`src/hdl/amp_regs_pkg.sv`:
```
// shared constants and carriers for the amplifier mode and power register bank
package amp_regs_pkg;

   // register offsets within the selected page
   localparam logic [7:0] PAGE_SEL_ADDR  = 8'h00;
   localparam logic [7:0] MODE_CTRL_ADDR = 8'h02;
   localparam logic [7:0] SPEAKER_CONTROL_ADDR  = 8'h04;
   localparam logic [7:0] PWR_AUX_ADDR   = 8'h05;
   localparam logic [7:0] PWR_STATE_ADDR = 8'h07;
   localparam logic [7:0] LAST_ADDR      = 8'h7f;

   // page holding this bank
   localparam logic [7:0] BANK_PAGE = 8'h00;

   // reset values
   localparam logic [7:0] PAGE_SEL_RST  = 8'h00;
   localparam logic [7:0] MODE_CTRL_RST = 8'h01;
   localparam logic [7:0] SPEAKER_CONTROL_RST  = 8'h5f;
   localparam logic [7:0] PWR_AUX_RST   = 8'h00;
   localparam logic [7:0] PWR_STATE_RST = 8'h00;

   // field positions
   localparam int AUTO_INC_BIT    = 7;
   localparam int PATH_MODE_LSB   = 0;
   localparam int PATH_MODE_MSB   = 2;
   localparam int OFF_DLY_LSB     = 6;
   localparam int OFF_DLY_MSB     = 7;
   localparam int PRECHARGE_BIT   = 5;
   localparam int RAIL_SCHEME_BIT = 4;
   localparam int GAIN_LSB        = 0;
   localparam int GAIN_MSB        = 3;
   localparam int FAULT_FLAG_BIT  = 0;
   localparam int PWR_SEL_LSB     = 6;
   localparam int PWR_SEL_MSB     = 7;
   localparam int ISNS_MUTE_BIT   = 2;
   localparam int VSNS_MUTE_BIT   = 1;
   localparam int AUDIO_MUTE_BIT  = 0;

   // pop-free mute ramp: one gain step per this many cycles
   localparam logic [7:0] MUTE_STEP_CYCLES = 8'h40;

   // audio path modes
   typedef enum logic [2:0] {
      PATH_RSVD0   = 3'h0,
      PATH_PCM     = 3'h1,
      PATH_PCM_PCM = 3'h2,
      PATH_PCM_PDM = 3'h3,
      PATH_PDM     = 3'h4,
      PATH_PDM_PDM = 3'h5,
      PATH_RSVD6   = 3'h6,
      PATH_RSVD7   = 3'h7
   } path_mode_e;

   // device power states
   typedef enum logic [1:0] {
      PWR_DOWN     = 2'h0,
      PWR_UP_BOOST = 2'h1,
      PWR_UP_NOBST = 2'h2,
      PWR_RSVD     = 2'h3
   } power_state_e;

   // playback ramp fsm, gray along idle -> fade -> silent
   typedef enum logic [1:0] {
      RAMP_OPEN   = 2'h0,
      RAMP_FADE   = 2'h1,
      RAMP_SILENT = 2'h3,
      RAMP_RISE   = 2'h2
   } ramp_state_e;

   // register access request
   typedef struct packed {
      logic       wr;
      logic       rd;
      logic [7:0] addr;
      logic [7:0] wdata;
   } reg_req_s;

   // decoded controls toward the analog and audio paths
   typedef struct packed {
      path_mode_e   path_mode;
      logic         pcm_in;
      logic         pdm_in;
      logic         pcm_sense;
      logic         pdm_sense;
      logic         boost_on;
      logic         boost_to_max;
      logic         boost_track;
      logic [1:0]   boost_off_delay;
      logic         boost_precharge;
      logic [3:0]   dac_gain_db;
      logic         powered;
      logic         current_sense_silence;
      logic         voltage_sense_silence;
   } amp_ctrl_s;

endpackage

```
`src/hdl/amp_reg_store.sv`:
```
// small byte store for the bank registers with registered read data
`timescale 1ns/1ps
module amp_reg_store (
   // clock and reset
   input  wire logic       sys_clk_i,
   input  wire logic       rst_i,
   // write side, one entry per cycle
   input  wire logic       wr_en_i,
   input  wire logic [1:0] wr_idx_i,
   input  wire logic [7:0] wr_data_i,
   // read side
   input  wire logic [1:0] rd_idx_i,
   output logic [7:0]      rd_data_o,
   // all entries, for decode
   output logic [31:0]     all_o
);

   logic [7:0] mem_r [4];

   // per entry storage with its own reset value
   genvar g;
   generate
      for (g = 0; g < 4; g++) begin : g_ent
         localparam logic [7:0] RST = (g == 0) ? amp_regs_pkg::MODE_CTRL_RST :
                                      (g == 1) ? amp_regs_pkg::SPEAKER_CONTROL_RST :
                                      (g == 2) ? amp_regs_pkg::PWR_AUX_RST :
                                                 amp_regs_pkg::PWR_STATE_RST;
         always_ff @(posedge sys_clk_i) begin
            if (rst_i) begin
               mem_r[g] <= RST;
            end else if (wr_en_i && wr_idx_i == 2'(g)) begin
               mem_r[g] <= wr_data_i;
            end
         end
         assign all_o[g*8 +: 8] = mem_r[g];
      end
   endgenerate

   // registered read port
   always_ff @(posedge sys_clk_i) begin
      if (rst_i) begin
         rd_data_o <= 8'h00;
      end else begin
         rd_data_o <= mem_r[rd_idx_i];
      end
   end

endmodule

```
`src/hdl/amp_mode_power_control_regs.sv`:
```
// mode, speaker and power register bank of the boosted mono amplifier
`timescale 1ns/1ps
module amp_mode_power_control_regs (
   // clock and reset
   input  wire logic                    sys_clk_i,
   input  wire logic                    rst_i,
   // register access port
   input  wire amp_regs_pkg::reg_req_s  req_i,
   output logic [7:0]                   rdata_o,
   output logic                         rvalid_o,
   // fault detection from protection logic
   input  wire logic                    fault_i,
   // decoded controls
   output amp_regs_pkg::amp_ctrl_s      ctrl_o,
   output logic [3:0]                   play_atten_o,
   output logic                         play_muted_o,
   output logic                         page_auto_increment_o,
   output logic [7:0]                   page_o,
   output logic                         soft_reset_o
);

   ////////////////////////////////////////////////////////////////////////
   // page select and address map

   logic [7:0]  page_r;
   logic [31:0] regs;
   logic [7:0]  mode_q;
   logic [7:0]  spk_q;
   logic [7:0]  aux_q;
   logic [7:0]  pwr_q;
   logic        on_page;
   logic        hit;
   logic [1:0]  idx;
   logic        st_wr;
   logic [7:0]  st_data;
   logic [1:0]  st_widx;
   logic        fault_d_r;
   logic        fault_rise;

   assign mode_q = regs[7:0];
   assign spk_q  = regs[15:8];
   assign aux_q  = regs[23:16];
   assign pwr_q  = regs[31:24];

   assign on_page = (page_r == amp_regs_pkg::BANK_PAGE);

   // map offset onto the store index
   always_comb begin
      hit = on_page;
      idx = 2'h0;
      case (req_i.addr)
         amp_regs_pkg::MODE_CTRL_ADDR: idx = 2'h0;
         amp_regs_pkg::SPEAKER_CONTROL_ADDR:  idx = 2'h1;
         amp_regs_pkg::PWR_AUX_ADDR:   idx = 2'h2;
         amp_regs_pkg::PWR_STATE_ADDR: idx = 2'h3;
         default:                      hit = 1'b0;
      endcase
   end

   // page register lives in every page so software can always leave
   always_ff @(posedge sys_clk_i) begin
      if (rst_i) begin
         page_r <= amp_regs_pkg::PAGE_SEL_RST;
      end else if (req_i.wr && req_i.addr == amp_regs_pkg::PAGE_SEL_ADDR) begin
         page_r <= req_i.wdata;
      end
   end

   ////////////////////////////////////////////////////////////////////////
   // write path, fault updates merged into the same store write

   assign fault_rise = fault_i & ~fault_d_r;

   always_ff @(posedge sys_clk_i) begin
      if (rst_i) begin
         fault_d_r <= 1'b0;
      end else begin
         fault_d_r <= fault_i;
      end
   end

   // one write port: a fault outranks a host write in the same cycle
   always_comb begin
      st_wr   = 1'b0;
      st_widx = idx;
      st_data = req_i.wdata;
      if (fault_rise) begin
         st_wr   = 1'b1;
         st_widx = 2'h3;
         st_data = pwr_q;
         if (req_i.wr && hit && idx == 2'h3) begin
            st_data = req_i.wdata;
         end
         st_data[amp_regs_pkg::PWR_SEL_MSB:amp_regs_pkg::PWR_SEL_LSB] = amp_regs_pkg::PWR_DOWN;
      end else if (req_i.wr && hit) begin
         st_wr = 1'b1;
         if (idx == 2'h0) begin
            st_data[amp_regs_pkg::AUTO_INC_BIT] = 1'b0; // reset request never sticks
         end
      end
   end

   amp_reg_store u_store (
      .sys_clk_i (sys_clk_i),
      .rst_i     (rst_i),
      .wr_en_i   (st_wr),
      .wr_idx_i  (st_widx),
      .wr_data_i (st_data),
      .rd_idx_i  (idx),
      .rd_data_o (),
      .all_o     (regs)
   );

   ////////////////////////////////////////////////////////////////////////
   // error flag: fault sets, host write of zero clears, set wins

   logic err_r;

   always_ff @(posedge sys_clk_i) begin
      if (rst_i) begin
         err_r <= amp_regs_pkg::PWR_AUX_RST[amp_regs_pkg::FAULT_FLAG_BIT];
      end else if (fault_i) begin
         err_r <= 1'b1;
      end else if (req_i.wr && hit && idx == 2'h2) begin
         err_r <= req_i.wdata[amp_regs_pkg::FAULT_FLAG_BIT];
      end
   end

   ////////////////////////////////////////////////////////////////////////
   // software reset pulse and auto increment enable

   always_ff @(posedge sys_clk_i) begin
      if (rst_i) begin
         soft_reset_o <= 1'b0;
      end else begin
         soft_reset_o <= req_i.wr && hit && idx == 2'h0 && req_i.wdata[amp_regs_pkg::AUTO_INC_BIT];
      end
   end

   always_ff @(posedge sys_clk_i) begin
      if (rst_i) begin
         page_auto_increment_o <= 1'b1;
         page_o                <= amp_regs_pkg::PAGE_SEL_RST;
      end else begin
         page_auto_increment_o <= ~mode_q[amp_regs_pkg::AUTO_INC_BIT]; // clear means enabled
         page_o                <= page_r;
      end
   end

   ////////////////////////////////////////////////////////////////////////
   // read path, data one cycle after the request, straight from flops

   logic [7:0] map_rdata;

   // sticky error flag replaces the stored bit so a read shows a fault until the host clears it
   always_comb begin
      case (idx)
         2'h0:    map_rdata = mode_q;
         2'h1:    map_rdata = spk_q;
         2'h2:    map_rdata = {aux_q[7:1], err_r};
         default: map_rdata = pwr_q;
      endcase
   end

   // unmapped offsets and other pages read zero, except the page select at offset 0, which reads back on every page
   always_ff @(posedge sys_clk_i) begin
      if (rst_i) begin
         rvalid_o <= 1'b0;
         rdata_o  <= 8'h00;
      end else begin
         rvalid_o <= req_i.rd;
         if (req_i.rd && req_i.addr == amp_regs_pkg::PAGE_SEL_ADDR) begin
            rdata_o <= page_r;
         end else if (req_i.rd && hit) begin
            rdata_o <= map_rdata;
         end else begin
            rdata_o <= 8'h00;
         end
      end
   end

   ////////////////////////////////////////////////////////////////////////
   // pop-free playback mute: gain walks down one step at a time

   amp_regs_pkg::ramp_state_e ramp_r;
   logic [7:0] step_cnt_r;
   logic       mute_req;

   assign mute_req = pwr_q[amp_regs_pkg::AUDIO_MUTE_BIT] ||
                     pwr_q[amp_regs_pkg::PWR_SEL_MSB:amp_regs_pkg::PWR_SEL_LSB] == amp_regs_pkg::PWR_DOWN;

   always_ff @(posedge sys_clk_i) begin
      if (rst_i) begin
         ramp_r       <= amp_regs_pkg::RAMP_SILENT;
         step_cnt_r   <= 8'h00;
         play_atten_o <= 4'hf;
         play_muted_o <= 1'b1;
      end else begin
         step_cnt_r <= (step_cnt_r == amp_regs_pkg::MUTE_STEP_CYCLES - 8'h01) ? 8'h00 : step_cnt_r + 8'h01;
         case (ramp_r)
            amp_regs_pkg::RAMP_OPEN: begin
               if (mute_req) begin
                  ramp_r <= amp_regs_pkg::RAMP_FADE;
               end
            end
            amp_regs_pkg::RAMP_FADE: begin
               if (!mute_req) begin
                  ramp_r <= amp_regs_pkg::RAMP_RISE;
               end else if (play_atten_o == 4'hf) begin
                  ramp_r       <= amp_regs_pkg::RAMP_SILENT;
                  play_muted_o <= 1'b1;
               end else if (step_cnt_r == 8'h00) begin
                  play_atten_o <= play_atten_o + 4'h1;
               end
            end
            amp_regs_pkg::RAMP_SILENT: begin
               if (!mute_req) begin
                  ramp_r       <= amp_regs_pkg::RAMP_RISE;
                  play_muted_o <= 1'b0;
               end
            end
            amp_regs_pkg::RAMP_RISE: begin
               if (mute_req) begin
                  ramp_r <= amp_regs_pkg::RAMP_FADE;
               end else if (play_atten_o == 4'h0) begin
                  ramp_r <= amp_regs_pkg::RAMP_OPEN;
               end else if (step_cnt_r == 8'h00) begin
                  play_atten_o <= play_atten_o - 4'h1;
               end
            end
            default: ramp_r <= amp_regs_pkg::RAMP_SILENT;
         endcase
      end
   end

   ////////////////////////////////////////////////////////////////////////
   // decoded controls, registered

   logic [2:0] pm;
   logic [1:0] ps;
   logic       scheme;

   assign pm     = mode_q[amp_regs_pkg::PATH_MODE_MSB:amp_regs_pkg::PATH_MODE_LSB];
   assign ps     = pwr_q[amp_regs_pkg::PWR_SEL_MSB:amp_regs_pkg::PWR_SEL_LSB];
   assign scheme = spk_q[amp_regs_pkg::RAIL_SCHEME_BIT];

   always_ff @(posedge sys_clk_i) begin
      if (rst_i) begin
         ctrl_o <= '0;
         ctrl_o.path_mode <= amp_regs_pkg::PATH_PCM;
      end else begin
         ctrl_o.path_mode       <= amp_regs_pkg::path_mode_e'(pm);
         ctrl_o.pcm_in          <= pm == 3'h1 || pm == 3'h2 || pm == 3'h3;
         ctrl_o.pdm_in          <= pm == 3'h4 || pm == 3'h5;
         ctrl_o.pcm_sense       <= pm == 3'h2;
         ctrl_o.pdm_sense       <= pm == 3'h3 || pm == 3'h5;
         ctrl_o.powered         <= ps == amp_regs_pkg::PWR_UP_BOOST || ps == amp_regs_pkg::PWR_UP_NOBST;
         ctrl_o.boost_on        <= ps == amp_regs_pkg::PWR_UP_BOOST;
         ctrl_o.boost_track     <= ps == amp_regs_pkg::PWR_UP_BOOST && !scheme;
         ctrl_o.boost_to_max    <= ps == amp_regs_pkg::PWR_UP_BOOST && scheme;
         ctrl_o.boost_off_delay <= spk_q[amp_regs_pkg::OFF_DLY_MSB:amp_regs_pkg::OFF_DLY_LSB];
         ctrl_o.boost_precharge <= spk_q[amp_regs_pkg::PRECHARGE_BIT];
         ctrl_o.dac_gain_db     <= spk_q[amp_regs_pkg::GAIN_MSB:amp_regs_pkg::GAIN_LSB];
         ctrl_o.current_sense_silence <= pwr_q[amp_regs_pkg::ISNS_MUTE_BIT];
         ctrl_o.voltage_sense_silence <= pwr_q[amp_regs_pkg::VSNS_MUTE_BIT];
      end
   end

endmodule

```
`config.mk`:
```
export PLATFORM = sky130hd
export DESIGN_NAME = amp_mode_power_control_regs
export DESIGN_NICKNAME = d
export VERILOG_FILES = /design/src/hdl/amp_regs_pkg.sv /design/src/hdl/amp_reg_store.sv /design/src/hdl/amp_mode_power_control_regs.sv
export SDC_FILE = /design/constraint.sdc
export NUM_CORES = 1
export LEC_CHECK = 0
export BUFFER_PORTS_ARGS = -buffer_cell sky130_fd_sc_hd__buf_4
export CAP_MARGIN = 0
export CORE_MARGIN = 1
export CORE_UTILIZATION = 38
export CTS_CLUSTER_DIAMETER = 50
export DETAILED_ROUTE_END_ITERATION = 6
export PLACE_DENSITY = 0.64
export SETUP_SLACK_MARGIN = 0.1
export SLEW_MARGIN = 20
export SYNTH_ARGS = -nofsm -noshare
export SYNTH_HDL_FRONTEND = slang
export SYNTH_SLANG_ARGS = --single-unit
```
`constraint.sdc`:
```
create_clock -name sys_clk_i -period 4.95 [get_ports sys_clk_i]
set_input_delay 0.495 -clock sys_clk_i [delete_from_list [all_inputs] [get_ports sys_clk_i]]
set_output_delay 0.495 -clock sys_clk_i [all_outputs]
set_load 0.005 [all_outputs]
```
==> impl_metrics.ini <==
[outcome]
status = completed

[global_route]
groute.usage.overall = 0.166
antenna_found_initial = 0
grt_max_degree = 50
grt.overflow.total = 0
grt_pass1_vias = 2730
grt_pass1_wl_mm = 14.1

[synth]
synth.area.top_cells = dfxtp_1, edfxtp_1, a21oi_1
syn_nets = 421
synth_top_area_cell = dfxtp_1
netlist_area_sq_mm = 0.00396
synthTopCellsByCount = dfxtp_1, nand2_1, a21oi_1, edfxtp_1, nor2b_1
synth.distinct_cells = 45
ys_warn_count = 0
post-synth-top-count-cell = dfxtp_1
yosysSeqAreaShare = 0.558
ys_seq_elements = 95
async_flop_share = 0
synth_top_area_frac = 0.323
synth_ff_type = dfxtp_1
synth-edff-count = 31
syn_area_per_cell_sq_um = 10.1
syn_inst = 393

[clock_network]
h-tree-depth = 3
clk_path_buf_depth = 2
cts_hold_buf = 0
post_cts_buffers = 0
cts_root_buf = clkbuf_8
clock_latency_ns = 0.36
cts_resized = 0
cts.sinks = 95
cts_buffers = 9
cts_tree = done
path_clk_slew_ns = 0.09

[drt]
drt_wl_total_mm = 8.80
drc = 0
vias_per_cell = 5.03
drt_first_pass_iters = 4
first_iter_violations = 158
detail-route-antenna-nets = 0
num_vias = 2945
wl_per_cell_microns = 15.0

[floorplan]
dieWidth_microns = 104
start_util = 0.398
die_area_sq_mm = 0.0108
rows = 36
io_pins = 65
die_y_microns = 104
core_area_sq_mm = 0.00995

[cells_and_area]
fin_util = 0.474
nets = 476
diodes = 0
area_growth_pct = 19.1
final_cell_area_sq_mm = 0.00472
drive_gt1_frac = 0.190

[sta]
hold_viol = 0
period_minus_slack_ns = 2.75
max_freq_mhz = 363
setup_viol = 0
fin_crit_sh = 0.556
slew-limit-headroom = 0.343
finClkSkew_ns = 0.00824
drv_slew = 0
rsz0062_at_grt = no
worst_pin_slew_ns = 0.976
setup-tns-final_ns = 0

[flow_run]
drv_cap = 0

[pwr]
power.leakage_nw = 1.85
ir_drop_uv = 113
p_per_area_mw_per_mm2 = 306
p_total_w = 0.00144

[min_path]
hp-class = in -> reg

[setup_path]
worstPathRequired_ns = 4.93
cp.arrival_ns = 2.74
startpoint_type = flip-flop
timing_worst_setup_path_type = reg -> reg
crit_fanout = 7
worstSetupEndpointType = flip-flop

[placed_design]
place_hpwl_mm = 6.33
dpl_cell_area_sq_mm = 0.00453
place.gp.congestion = 0.829
portBuffers = 64
-- placed cells by master (no fill, tap or decap), drive strengths merged, types with 6 or more instances in the layout --
master and n:
buf 65, dfxtp 64, nand2 41, a21oi 40
edfxtp 31, nor2b 29, nor2 20, nand3 19
nand2b 15, inv 13, clkbuf 13, and2 11
mux2i 9, or3 8, nor4 8, o31ai 7
xor2 6, ha 6, o21ai 6
-- where the power goes --
part	leakage, nW	internal [W]	total [W]	switching (W)
Combinational	0.911	0.0000486	0.000113	0.0000642
Clock	0.100	0.000230	0.000492	0.000261
Sequential	0.839	0.000825	0.000839	0.0000142
-- state kept, by name, summed over array words and instances, names as in the netlist --
signal,count
u_store.mem_r,31
ctrl_o,20
page_o,8
page_r,8
rdata_o,8
step_cnt_r,8
play_atten_o,4
ramp_r,2
err_r,1
fault_d_r,1
page_auto_increment_o,1
play_muted_o,1
rvalid_o,1
soft_reset_o,1
-- worst max-delay path, cell delays in order, from the launching register on --
cell	delay [ns]
dfxtp_1	0.34
nor4_1	0.73
and2_1	0.29
nand4b_1	0.20
o21ai_0	0.82
-- metal layers --
metal / part of all wire / wire length, microns / GRT usage
met1: 0.47 / 4110 / 0.217
met2: 0.46 / 4070 / 0.261
met3: 0.039 / 345 / 0.0282
met4: 0.031 / 274 / 0.0878
met5: 0 / 0 / 0
-- final cells by class --
class                           count  area [sq um]
Inverter                           10          37.5
Sequential cell                    95          2210
Multi-Input combinational cell    267          1620
Fill cell                         960          5240
Timing Repair Buffer               65           488
Clock buffer                       13           170
Tap cell                          133           166
Clock inverter                      3          21.3
-- per-stage QoR --
stage          hold WS, ns  instances  worst slack, ns
5_1_grt              0.404        586             1.86
3_5_place_dp         0.473        570             1.96
3_3_place_gp         0.452        570             2.10
2_1_floorplan        0.419        393             2.45
6_report             0.377        586             2.20
4_1_cts              0.374        586             2.17
-- logic make-up after synthesis --
logic type	after synthesis	synth area share
AND/OR/NAND/NOR	177	0.249
flip-flops	95	0.558
AO/OA/AOI/OAI	62	0.0888
buffers and inverters	31	0.0319
XOR/XNOR	11	0.0243
multiplexers	9	0.0227
adder cells (fa/ha/maj)	7	0.0240
other	1	0.000947
-- final timing paths --
kind	start	to	slack, ns	cells past startpoint
max	page_r[0]$_SDFFE_PP0P_	u_store.mem_r[2][5]$_SDFFCE_PN0P_	2.20	4
min	fault_i	fault_d_r$_SDFF_PP0_	0.38	3
max reg2reg	page_r[0]$_SDFFE_PP0P_	u_store.mem_r[2][5]$_SDFFCE_PN0P_	2.20	4
min reg2reg	page_r[0]$_SDFFE_PP0P_	page_r[0]$_SDFFE_PP0P_	0.49	2
(Power assumes the default switching activity.)
